`src/rtl/tone_defines.svh`:
```
// constants for the buzzer tone generator
`ifndef TONE_DEFINES_SVH
`define TONE_DEFINES_SVH

`define OSC_HZ 32768
`define TICK_HZ 256
`define US_PER_S 64'hf4240
`define PRE_W 12
`define TICK_MASK 12'(`OSC_HZ / `TICK_HZ - 1)
`define STEP_FAST_US 62500
`define STEP_SLOW_US 125000
`define STEP_FAST_MASK 12'(64'h8000 * `STEP_FAST_US / `US_PER_S - 64'h1)
`define STEP_SLOW_MASK 12'(64'h8000 * `STEP_SLOW_US / `US_PER_S - 64'h1)
`define BURST_SHORT_US 31250
`define BURST_LONG_US 125000
`define BURST_W 6
`define BURST_SHORT_TICKS 6'(64'h100 * `BURST_SHORT_US / `US_PER_S)
`define BURST_LONG_TICKS 6'(64'h100 * `BURST_LONG_US / `US_PER_S)
`define BURST_LAST_TICK 6'h01

`define PHASE_W 5
`define PERIOD_BASE 5'h10
`define PERIOD_STEP 5'h04
`define HIGH_BASE_LO 5'h08
`define HIGH_BASE_HI 5'h0c
`define PHASE_ONE 5'h01
`define PHASE_ZERO 5'h00

`define LEVEL_FIRST 3'h0
`define LEVEL_LAST 3'h7
`define LEVEL_ONE 3'h1

`define IDX_CTRL 16'hff44
`define IDX_FREQ 16'hff45
`define BIT_ENABLE 0
`define BIT_DECAY 1
`define BIT_RESTART 2
`define BIT_STEPSEL 3
`define BIT_LENSEL 4
`define BIT_TRIG 5
`define BIT_STOP 6
`define FREQ_LSB 0
`define LVL_LSB 4
`define HTRANS_BUSY_BIT 1
`define HRESP_OKAY 1'b0

`endif

```
`src/rtl/tone_pkg.sv`:
```
// types shared by the buzzer tone generator modules
`include "tone_defines.svh"
package tone_pkg;
  typedef enum logic [1:0] {BURST_IDLE, BURST_WAIT, BURST_RUN} burst_t;
  typedef struct packed {
    logic oscPrev;
    logic [`PRE_W-1:0] pre;
  } div_state_t;
  typedef struct packed {
    logic [`PHASE_W-1:0] phase;
    logic high;
  } wave_state_t;
  typedef struct packed {
    logic toneEnable;
    logic decayEnable;
    logic decayStepSelect;
    logic burstLengthSelect;
    logic [2:0] toneFreqCode;
    logic [2:0] loudnessLevelCode;
    logic [2:0] envLevel;
    burst_t burst;
    logic [`BURST_W-1:0] burstCnt;
    logic wr;
    logic selCtrl;
    logic selFreq;
    logic [31:0] rdata;
    logic out;
  } top_state_t;
endpackage : tone_pkg

```
`src/rtl/timebase_if.sv`:
```
// strobes from the oscillator divider chain
`timescale 1ns/1ps
interface timebase_if;
  logic subFast;
  logic subSlow;
  logic tick;
  logic stepFast;
  logic stepSlow;
  modport src (output subFast, output subSlow, output tick, output stepFast, output stepSlow);
  modport sink (input subFast, input subSlow, input tick, input stepFast, input stepSlow);
endinterface : timebase_if

```
`src/rtl/osc_divider.sv`:
```
// oscillator edge detect and prescaler producing all timing strobes
`timescale 1ns/1ps
`include "tone_defines.svh"
module osc_divider (
  input wire logic clk,
  input wire logic rstn,
  input wire logic osc,
  timebase_if.src tb
);
  tone_pkg::div_state_t state_r;
  tone_pkg::div_state_t state_nxt;
  logic rise;

  // one edge detector feeds tone, tick and envelope so they never drift apart
  always_comb begin
    rise = osc && !state_r.oscPrev;
    tb.subFast = osc ^ state_r.oscPrev;
    tb.subSlow = rise;
    tb.tick = rise && ((state_r.pre & `TICK_MASK) == `TICK_MASK);
    tb.stepFast = rise && ((state_r.pre & `STEP_FAST_MASK) == `STEP_FAST_MASK);
    tb.stepSlow = rise && ((state_r.pre & `STEP_SLOW_MASK) == `STEP_SLOW_MASK);
    state_nxt = state_r;
    state_nxt.oscPrev = osc;
    if (rise) begin
      state_nxt.pre = state_r.pre + `PRE_W'(1);
    end
  end

  always_ff @(posedge clk or negedge rstn) begin
    if (!rstn) begin
      state_r <= '0;
    end else begin
      state_r <= state_nxt;
    end
  end
endmodule : osc_divider

```
`src/rtl/duty_wave.sv`:
```
// tone phase counter and duty comparator
`timescale 1ns/1ps
`include "tone_defines.svh"
module duty_wave (
  input wire logic clk,
  input wire logic rstn,
  input wire logic [2:0] freqCode,
  input wire logic [2:0] level,
  timebase_if.sink tb,
  output logic waveHigh
);
  tone_pkg::wave_state_t state_r;
  tone_pkg::wave_state_t state_nxt;
  logic [`PHASE_W-1:0] period;
  logic [`PHASE_W-1:0] highCnt;
  logic [`PHASE_W-1:0] phaseNext;
  logic strobe;

  always_comb begin
    // upper codes run the same sub-step count at half the sub-step rate
    strobe = freqCode[2] ? tb.subSlow : tb.subFast;
    period = `PHASE_W'(`PERIOD_BASE + {3'h0, freqCode[1:0]} * `PERIOD_STEP);
    highCnt = (freqCode[1] ? `HIGH_BASE_HI : `HIGH_BASE_LO) - {2'h0, level};
    phaseNext = (state_r.phase >= period - `PHASE_ONE) ? `PHASE_ZERO : state_r.phase + `PHASE_ONE;
    state_nxt = state_r;
    if (strobe) begin
      state_nxt.phase = phaseNext;
      state_nxt.high = phaseNext < highCnt;
    end
  end

  assign waveHigh = state_r.high;

  always_ff @(posedge clk or negedge rstn) begin
    if (!rstn) begin
      state_r <= '0;
    end else begin
      state_r <= state_nxt;
    end
  end
endmodule : duty_wave

```
`src/rtl/buzzer_tone_generator.sv`:
```
// buzzer tone generator: bus registers, envelope and one-shot control
// Functional notes
// - tone divides oscillator, eight selectable frequencies
// - duty is high time over period
// - level code 0 loudest, 7 quietest
// - period 16/20/24/28, high counts per pair
// - tone out when enabled or burst, else low
// - truncated pulse on switching is allowed
// - envelope overrides level code
// - envelope starts level 1, steps to 8
// - no envelope, fixed level code duty
// - restart returns envelope to level 1
// - level 8 held until off or restart
// - step 125 ms or 62.5 ms
// - burst 125 ms or 31.25 ms
// - burst start and end on 256 Hz tick
// - trigger bit reads busy status
// - force stop ends burst at once
// - trigger clears envelope enable
// - trigger ignored while tone enabled
// - retrigger restarts burst length timer
// - stop wins over simultaneous trigger
// - restart ignored unless active; strobes read 0
// - all control bits reset to zero
//
// Implementation choices: register access over AHB-Lite and the register offsets.
`timescale 1ns/1ps
`include "tone_defines.svh"
module buzzer_tone_generator (
  input wire logic clk,
  input wire logic rstn,
  input wire logic lowSpeedOsc,
  input wire logic hsel,
  input wire logic [31:0] haddr,
  input wire logic [1:0] htrans,
  input wire logic hwrite,
  input wire logic [2:0] hsize,
  input wire logic [31:0] hwdata,
  input wire logic hready,
  output logic hreadyout,
  output logic hresp,
  output logic [31:0] hrdata,
  output logic toneOut
);
  tone_pkg::top_state_t state_r;
  tone_pkg::top_state_t state_nxt;
  logic waveHigh;
  logic [2:0] activeLevel;
  logic take;
  logic ctrlWr;
  logic freqWr;
  logic trigAccept;
  logic stepStrobe;
  logic toneOn;
  logic [`BURST_W-1:0] burstLenNew;
  logic [31:0] readValue;

  timebase_if tb ();

  // word index sits in haddr[17:2]; upper address bits must be zero
  function automatic logic regHit(input logic [31:0] a, input logic [15:0] idx);
    regHit = (a[31:18] == 14'h0000) && (a[17:2] == idx);
  endfunction : regHit

  osc_divider u_div (
    .clk(clk),
    .rstn(rstn),
    .osc(lowSpeedOsc),
    .tb(tb.src)
  );

  duty_wave u_wave (
    .clk(clk),
    .rstn(rstn),
    .freqCode(state_r.toneFreqCode),
    .level(activeLevel),
    .tb(tb.sink),
    .waveHigh(waveHigh)
  );

  // zero wait state slave, every transfer answers okay
  assign hreadyout = 1'b1;
  assign hresp = `HRESP_OKAY;
  assign hrdata = state_r.rdata;
  assign toneOut = state_r.out;

  assign take = hsel && hready && htrans[`HTRANS_BUSY_BIT];
  assign ctrlWr = state_r.wr && state_r.selCtrl;
  assign freqWr = state_r.wr && state_r.selFreq;
  assign trigAccept = ctrlWr && hwdata[`BIT_TRIG] && !state_r.toneEnable;
  assign activeLevel = state_r.decayEnable ? state_r.envLevel : state_r.loudnessLevelCode;
  assign stepStrobe = state_r.decayStepSelect ? tb.stepSlow : tb.stepFast;
  assign burstLenNew = hwdata[`BIT_LENSEL] ? `BURST_LONG_TICKS : `BURST_SHORT_TICKS;
  assign toneOn = state_r.toneEnable || (state_r.burst == tone_pkg::BURST_RUN);

  always_comb begin
    readValue = '0;
    if (regHit(haddr, `IDX_CTRL)) begin
      readValue[`BIT_ENABLE] = state_r.toneEnable;
      readValue[`BIT_DECAY] = state_r.decayEnable;
      readValue[`BIT_STEPSEL] = state_r.decayStepSelect;
      readValue[`BIT_LENSEL] = state_r.burstLengthSelect;
      readValue[`BIT_TRIG] = state_r.burst != tone_pkg::BURST_IDLE;
    end else if (regHit(haddr, `IDX_FREQ)) begin
      readValue[`FREQ_LSB +: 3] = state_r.toneFreqCode;
      readValue[`LVL_LSB +: 3] = state_r.loudnessLevelCode;
    end
  end

  always_comb begin
    state_nxt = state_r;

    // address phase: remember the target for the data phase
    state_nxt.wr = take && hwrite;
    if (take) begin
      state_nxt.selCtrl = regHit(haddr, `IDX_CTRL);
      state_nxt.selFreq = regHit(haddr, `IDX_FREQ);
      if (!hwrite) begin
        state_nxt.rdata = readValue;
      end
    end

    // envelope stepper, parked at level 1 while the tone is off
    if (!state_r.toneEnable) begin
      state_nxt.envLevel = `LEVEL_FIRST;
    end else if (state_r.decayEnable && stepStrobe && state_r.envLevel != `LEVEL_LAST) begin
      state_nxt.envLevel = state_r.envLevel + `LEVEL_ONE;
    end

    // one-shot sequencer, both edges aligned to the 256 Hz tick
    case (state_r.burst)
      tone_pkg::BURST_WAIT: begin
        if (tb.tick) begin
          state_nxt.burst = tone_pkg::BURST_RUN;
          state_nxt.burstCnt = state_r.burstLengthSelect ? `BURST_LONG_TICKS : `BURST_SHORT_TICKS;
        end
      end
      tone_pkg::BURST_RUN: begin
        if (tb.tick) begin
          if (state_r.burstCnt == `BURST_LAST_TICK) begin
            state_nxt.burst = tone_pkg::BURST_IDLE;
          end else begin
            state_nxt.burstCnt = state_r.burstCnt - `BURST_W'(1);
          end
        end
      end
      default: begin
        state_nxt.burst = tone_pkg::BURST_IDLE;
      end
    endcase

    // data phase writes override the free-running updates above
    if (freqWr) begin
      state_nxt.toneFreqCode = hwdata[`FREQ_LSB +: 3];
      state_nxt.loudnessLevelCode = hwdata[`LVL_LSB +: 3];
    end
    if (ctrlWr) begin
      state_nxt.toneEnable = hwdata[`BIT_ENABLE];
      state_nxt.decayEnable = hwdata[`BIT_DECAY];
      state_nxt.decayStepSelect = hwdata[`BIT_STEPSEL];
      state_nxt.burstLengthSelect = hwdata[`BIT_LENSEL];
      if (hwdata[`BIT_RESTART] && state_r.toneEnable && state_r.decayEnable) begin
        state_nxt.envLevel = `LEVEL_FIRST;
      end
      if (trigAccept) begin
        state_nxt.decayEnable = 1'b0;
      end
      if (hwdata[`BIT_STOP]) begin
        state_nxt.burst = tone_pkg::BURST_IDLE;
      end else if (trigAccept) begin
        if (state_r.burst == tone_pkg::BURST_RUN) begin
          state_nxt.burst = tone_pkg::BURST_RUN;
          state_nxt.burstCnt = burstLenNew;
        end else begin
          state_nxt.burst = tone_pkg::BURST_WAIT;
        end
      end
    end

    // control acts without regard to tone phase, so a cut pulse may appear
    state_nxt.out = toneOn && waveHigh;
  end

  always_ff @(posedge clk or negedge rstn) begin
    if (!rstn) begin
      state_r <= '0;
    end else begin
      state_r <= state_nxt;
    end
  end
endmodule : buzzer_tone_generator

```
`config.mk`:
```
export PLATFORM = sky130hd
export DESIGN_NAME = buzzer_tone_generator
export DESIGN_NICKNAME = d
export VERILOG_FILES = /design/src/rtl/tone_pkg.sv /design/src/rtl/timebase_if.sv /design/src/rtl/osc_divider.sv /design/src/rtl/duty_wave.sv /design/src/rtl/buzzer_tone_generator.sv
export VERILOG_INCLUDE_DIRS = /design/src /design/src/rtl
export SDC_FILE = /design/constraint.sdc
export NUM_CORES = 1
export LEC_CHECK = 0
export ABC_CLOCK_PERIOD_IN_PS = 4400
export BUFFER_PORTS_ARGS = -buffer_cell sky130_fd_sc_hd__buf_4
export CAP_MARGIN = 20
export CORE_UTILIZATION = 56
export CTS_BUF_LIST = sky130_fd_sc_hd__clkbuf_4 sky130_fd_sc_hd__clkbuf_8
export DETAILED_ROUTE_END_ITERATION = 8
export GPL_ROUTABILITY_DRIVEN = 1
export PLACE_DENSITY = 0.93
export SETUP_SLACK_MARGIN = 0.2
export SLEW_MARGIN = 20
export SYNTH_ARGS = -nofsm -noshare
export SYNTH_HDL_FRONTEND = slang
export SYNTH_SLANG_ARGS = --single-unit
```
`constraint.sdc`:
```
create_clock -name clk -period 4.4 [get_ports clk]
set_input_delay 0.66 -clock clk [delete_from_list [all_inputs] [get_ports clk]]
set_output_delay 0.66 -clock clk [all_outputs]
set_load 0.005 [all_outputs]
```
==> Word level (Yosys, flattened, before mapping) <==
Index checks and enable logic that the tools add are counted.
{ "op_classes": {"n_lt_le_gt_ge": 2, "bitwise": 2, "eq_ne": 9, "n_addsub": 7, "reduce_logical": 24, "n_mux": 30} }
{ "op_table": {"columns": ["op", "count"], "rows": [
  ["equality test 16 bit (second input constant)", 2],
  ["2-to-1 mux 6 bit", 5],
  ["2-to-1 mux 8 bit", 3],
  ["2-to-1 mux 3 bit", 7],
  ["logical AND 1 bit", 18],
  ["zero test 14 bit", 1],
  ["adder 12 x 1 -> 12 bit (second input constant)", 1],
  ["equality test 12 bit (second input constant)", 1],
  ["one-hot mux 6 bit (2 select lines)", 1],
  ["equality test 11 bit (second input constant)", 1],
  ["2-to-1 mux 11 bit", 1],
  ["2-to-1 mux 2 bit", 5],
  ["equality test 7 bit (second input constant)", 1],
  ["equality test 6 x 1 -> 1 bit (second input constant)", 1],
  ["2-to-1 mux 1 bit", 6],
  ["subtractor 6 x 1 -> 6 bit (second input constant)", 1],
  ["adder 5 x 1 -> 5 bit (second input constant)", 1],
  ["adder 5 x 4 -> 5 bit (first input constant)", 1],
  [">= comparator 5 bit", 1],
  ["less-than comparator 5 bit", 1],
  ["2-to-1 mux 5 bit", 1],
  ["subtractor 5 x 1 -> 5 bit (second input constant)", 1],
  ["subtractor 5 x 3 -> 5 bit", 1],
  ["one-hot mux 2 bit (2 select lines)", 1],
  ["10 further kinds", 11]
]} }
{ "word_totals": {"output_inout_bits": 35, "reg_bits": 51, "input_bits": 75, "elab_cells": 92} }

==> Logic depth before layout (Yosys ltp) <==
{ "depth": {"depth_word": 10, "ltp_mapped": 11, "ltp_nobuf": 11} }

==> Cells and area by module <==
From an unflattened synthesis, not the netlist that was laid out.
{ "hier_totals": {"hier_cells": 327, "area_unflattened_um2": 3233.1} }
{ "by_module_without_submodules": {"columns": ["module", "n_inst", "seq_area_each_um2", "area_per_inst_um2", "cells_per_inst"], "rows": [
  ["buzzer_tone_generator", 1, 800.8, 2048.2, 213],
  ["osc_divider", 1, 325.3, 618.1, 50],
  ["duty_wave", 1, 150.1, 566.8, 64]
]} }

==> Least setup slack after synthesis <==
OpenSTA, ideal clock, no wires.
{ "synth_timing": {"path_kind": "register to register", "startpoint": "reg state_r[50] in the netlist's numbering", "endpoint": "reg u_wave.state_r, in the netlist u_wave.waveHigh", "required_ns": 4.290, "path_stages_with_launch": 12, "path_slack_ns": 1.998, "t_arrival_ns": 2.292, "n_path_buf": 0, "synth_period_minus_slack_ns": 2.402, "setup_time_ns": 0.110, "path_cell_list": "dfrtp_1 inv_1 ha_1 ha_1 o21ai_0 o21bai_1 a21o_1 a21oi_1 ha_1 nand4b_1 a221oi_1 o41ai_1"} }
{ "synth_via": {"elab_chain_cells": 5} }
{ "synth_lines": {"columns": ["element", "line_no", "text"], "rows": [
  ["start, declared", "buzzer_tone_generator.sv:45", "tone_pkg::top_state_t state_r;"],
  ["start signal, assigned", "buzzer_tone_generator.sv:188", "state_r <= state_nxt;"],
  ["adder 5 x 4 -> 5 bit (no source line)", null, null],
  ["subtractor 5 x 1 -> 5 bit (no source line)", null, null],
  [">= comparator 5 bit (no source line)", null, null],
  ["2-to-1 mux 5 bit (no source line)", null, null],
  ["net u_wave.phaseNext[2]", "duty_wave.sv:16", "logic [`PHASE_W-1:0] phaseNext;"],
  ["less-than comparator 5 bit", "duty_wave.sv:28", "state_nxt.high = phaseNext < highCnt;"],
  ["end signal, assigned", "duty_wave.sv:38", "state_r <= state_nxt;"],
  ["end, declared", "duty_wave.sv:12", "tone_pkg::wave_state_t state_r;"]
]} }
The timed path passes the listed nets, and every way through them passes these cells.
A chain may end at the register's enable or synchronous reset.

==> Worst setup path in the final report <==
{ "layout_timing": {"startpoint": "reg state_r[51] in the netlist's numbering", "endpoint": "reg u_wave.state_r, in the netlist u_wave.waveHigh"} }
Same word-level chain as after synthesis.

==> flow_summary.json <==
{
  "critPathMaxFanout": 6,
  "drc": 0,
  "ys.flop_type": "dfrtp_1",
  "design_area_sq_mm": 0.00355,
  "synthTopCellsByArea": "dfrtp_1 40%, buf_4 8.0%, ha_1 7.5%",
  "clkLatencyLatePin_ns": 0.31,
  "wl_mm": 6.67,
  "cp_slowest_cell": "dfrtp_1",
  "h-tree-depth": 2,
  "cp-startpoint": "state_r[51]",
  "final_cell_mix": "51 x dfrtp_1, 51 x buf_4, 27 x conb_1",
  "grtUsageMet1_pct": 31.4,
  "syn_inst": 330,
  "post-place-ws_ns": 1.68,
  "clock_sinks": 51,
  "cts_tree": "built",
  "dieArea_sq_mm": 0.00599,
  "vias": 2559,
  "syn_area_sq_mm": 0.00318,
  "rows": 27,
  "drive_gt1_share_pct": 20.4,
  "use_met2_pct": 38.9,
  "seq_area_frac_synth_pct": 40.1,
  "grt_start_max_net_pins": 52,
  "rsz0062_at_grt": "false",
  "routabilityCongestion": 0.862,
  "ios": 110,
  "cts-resized-gates": 0,
  "slew_headroom_pct": 53.3,
  "timing.rr.start": "state_r[51]",
  "cp-end-kind": "register",
  "grtUsageTotal_pct": 23.9,
  "busiest_layer": "met2",
  "fmax_mhz": 350,
  "place_area_sq_mm": 0.00347,
  "wl_per_cell_microns": 15.0,
  "cts-root-buf": "clkbuf_8",
  "syn2layout_area_growth_pct": 11.7,
  "arrival_ns": 3.06,
  "slowest_delay_ns": 0.40,
  "ys_ff_latch": 51,
  "clk_pin_slew_ns": 0.09,
  "postSynthAreaPerCell_sq_um": 9.65,
  "p_leak_nw": 1.66,
  "skew_ns": 0.00380,
  "die_y_microns": 77.4,
  "r2r_cells": 11,
  "yosys_warnings": 0,
  "async_flop_share_pct": 100,
  "grt_pass1_wl_mm": 11.2,
  "max_cap_viol_count": 0,
  "start_util_pct": 57.8,
  "synth_top_area_share_pct": 40.1,
  "gr-total-overflow": 0,
  "antenna_found_initial": 0,
  "synth_cell_types": 56,
  "slew_viol_final": 0,
  "timing.rr.end": "u_wave.waveHigh",
  "core_area_sq_mm": 0.00551,
  "fin_hold_ws_ns": 0.350,
  "power.ir.vdd_worst_uv": 239,
  "power_density_mw_per_mm2": 341,
  "startpoint_type": "register",
  "outcome": "finished, final reports clean",
  "holdCritPathClass": "primary input to async pin",
  "first_pass_iters": 4,
  "clk_path_buf_depth": 2,
  "antenna_left": 0,
  "synth-edff-count": 0,
  "cts_hold_buf": 0,
  "grt_util_met3_pct": 4.24,
  "period_share_pct": 65.0,
  "critical_path_class": "register to register",
  "cts_buffers": 5,
  "period_needed_ns": 2.86,
  "num_antenna_cells": 0,
  "tightest_slew_ns": 0.696,
  "setup_violations": 0,
  "yosys.area.top_type": "dfrtp_1",
  "setup_ws_ns": 1.54,
  "p_total_mw": 1.21,
  "fin_nets": 466,
  "timing.reg2reg.setup_slack_ns": 1.54,
  "crit_path_frequent_cell": "ha_1",
  "die_x_microns": 77.4,
  "dpl.hpwl_mm": 5.15,
  "cp-endpoint": "u_wave.waveHigh",
  "post_cts_buffers": 0,
  "cp.required_ns": 4.60,
  "crit_chain": "inv_1 > ha_1 > ha_1 > o21ai_0 > o21bai_1 > a21o_1 > a21oi_1 > ha_1 > nand4b_1 > a221oi_1 > o41ai_1",
  "viasPerCell": 5.75,
  "io_buffers": 51,
  "drtIter0Drc": 283,
  "hold_viol_final": 0,
  "finalSetupTns_ns": 0,
  "first_global_vias": 2441
}
cell usage after synthesis (all sizes together) (3+ instances only):
master / number
a211oi: 5
a21oi: 14
a31oi: 4
a41oi: 3
buf: 35
clkbuf: 6
dfrtp: 51
ha: 19
inv: 24
mux2: 10
mux2i: 4
nand2: 25
nand2b: 3
nand3: 14
nand4: 9
nor2: 12
nor2b: 5
nor3: 8
nor4: 5
o21ai: 15
o221ai: 5
o31ai: 5
xnor2: 7
xor2: 6
worst max-delay path: cells and delay by family, from the launching register on:
| kind | cells | cell delay, ns |
|---|---|---|
| adder cells (fa/ha/maj) | 3 | 0.86 |
| AO/OA/AOI/OAI | 6 | 1.26 |
| AND/OR/NAND/NOR | 1 | 0.10 |
| flip-flops | 1 | 0.40 |
| buffers and inverters | 1 | 0.12 |
routing by layer:
metal  wire, microns  up-vias
li1                -     1216
met5               0        -
met1            2780     1210
met3             517       10
met2            3260      123
met4             121        0
stage by stage:
step           std cells  util (%)
2_1_floorplan        355         -
3_3_place_gp         437      62.9
3_5_place_dp         437      62.9
4_1_cts              445      64.6
5_1_grt              445      64.6
6_report             445      64.6
sequential cells by signal (all words and copies together), names as in the netlist:
name             cells
u_div.state_r       13
state_r             24
toneOut              1
hrdata               7
u_wave.waveHigh      1
u_wave.state_r       5
how the worst min path moves through the flow:
stage                             end  depth (start not counted)
finish                    state_r[39]                          1
global route              state_r[36]                          1
CTS                       state_r[40]                          1
detailed placement  u_div.state_r[10]                          1
global placement    u_div.state_r[10]                          1
floorplan                   hrdata[0]                          0
cells by family after synthesis:
family,synth area share (%)
xor gates and xnor gates,3.58
adders and majority gates,7.47
muxes,4.80
and+or+nand+nor,17.9
AOI/OAI and AO/OA,14.2
buffers and inverters,11.8
DFF,40.1
other,0.236
power by group:
part,internal [mW],switching (mW)
logic,0.161,0.177
registers,0.529,0.0717
clock network,0.118,0.156
final cells by class:
cell class	instances	area (sq um)
clock buffers	6	76.3
inverters	24	90.1
flip-flops and latches	51	1280
repair buffers	51	383
fillers	445	1950
clock inverters	2	12.5
well taps	72	90.1
multi-input cells	239	1630
Note: power is estimated with default switching activity, not from simulation.
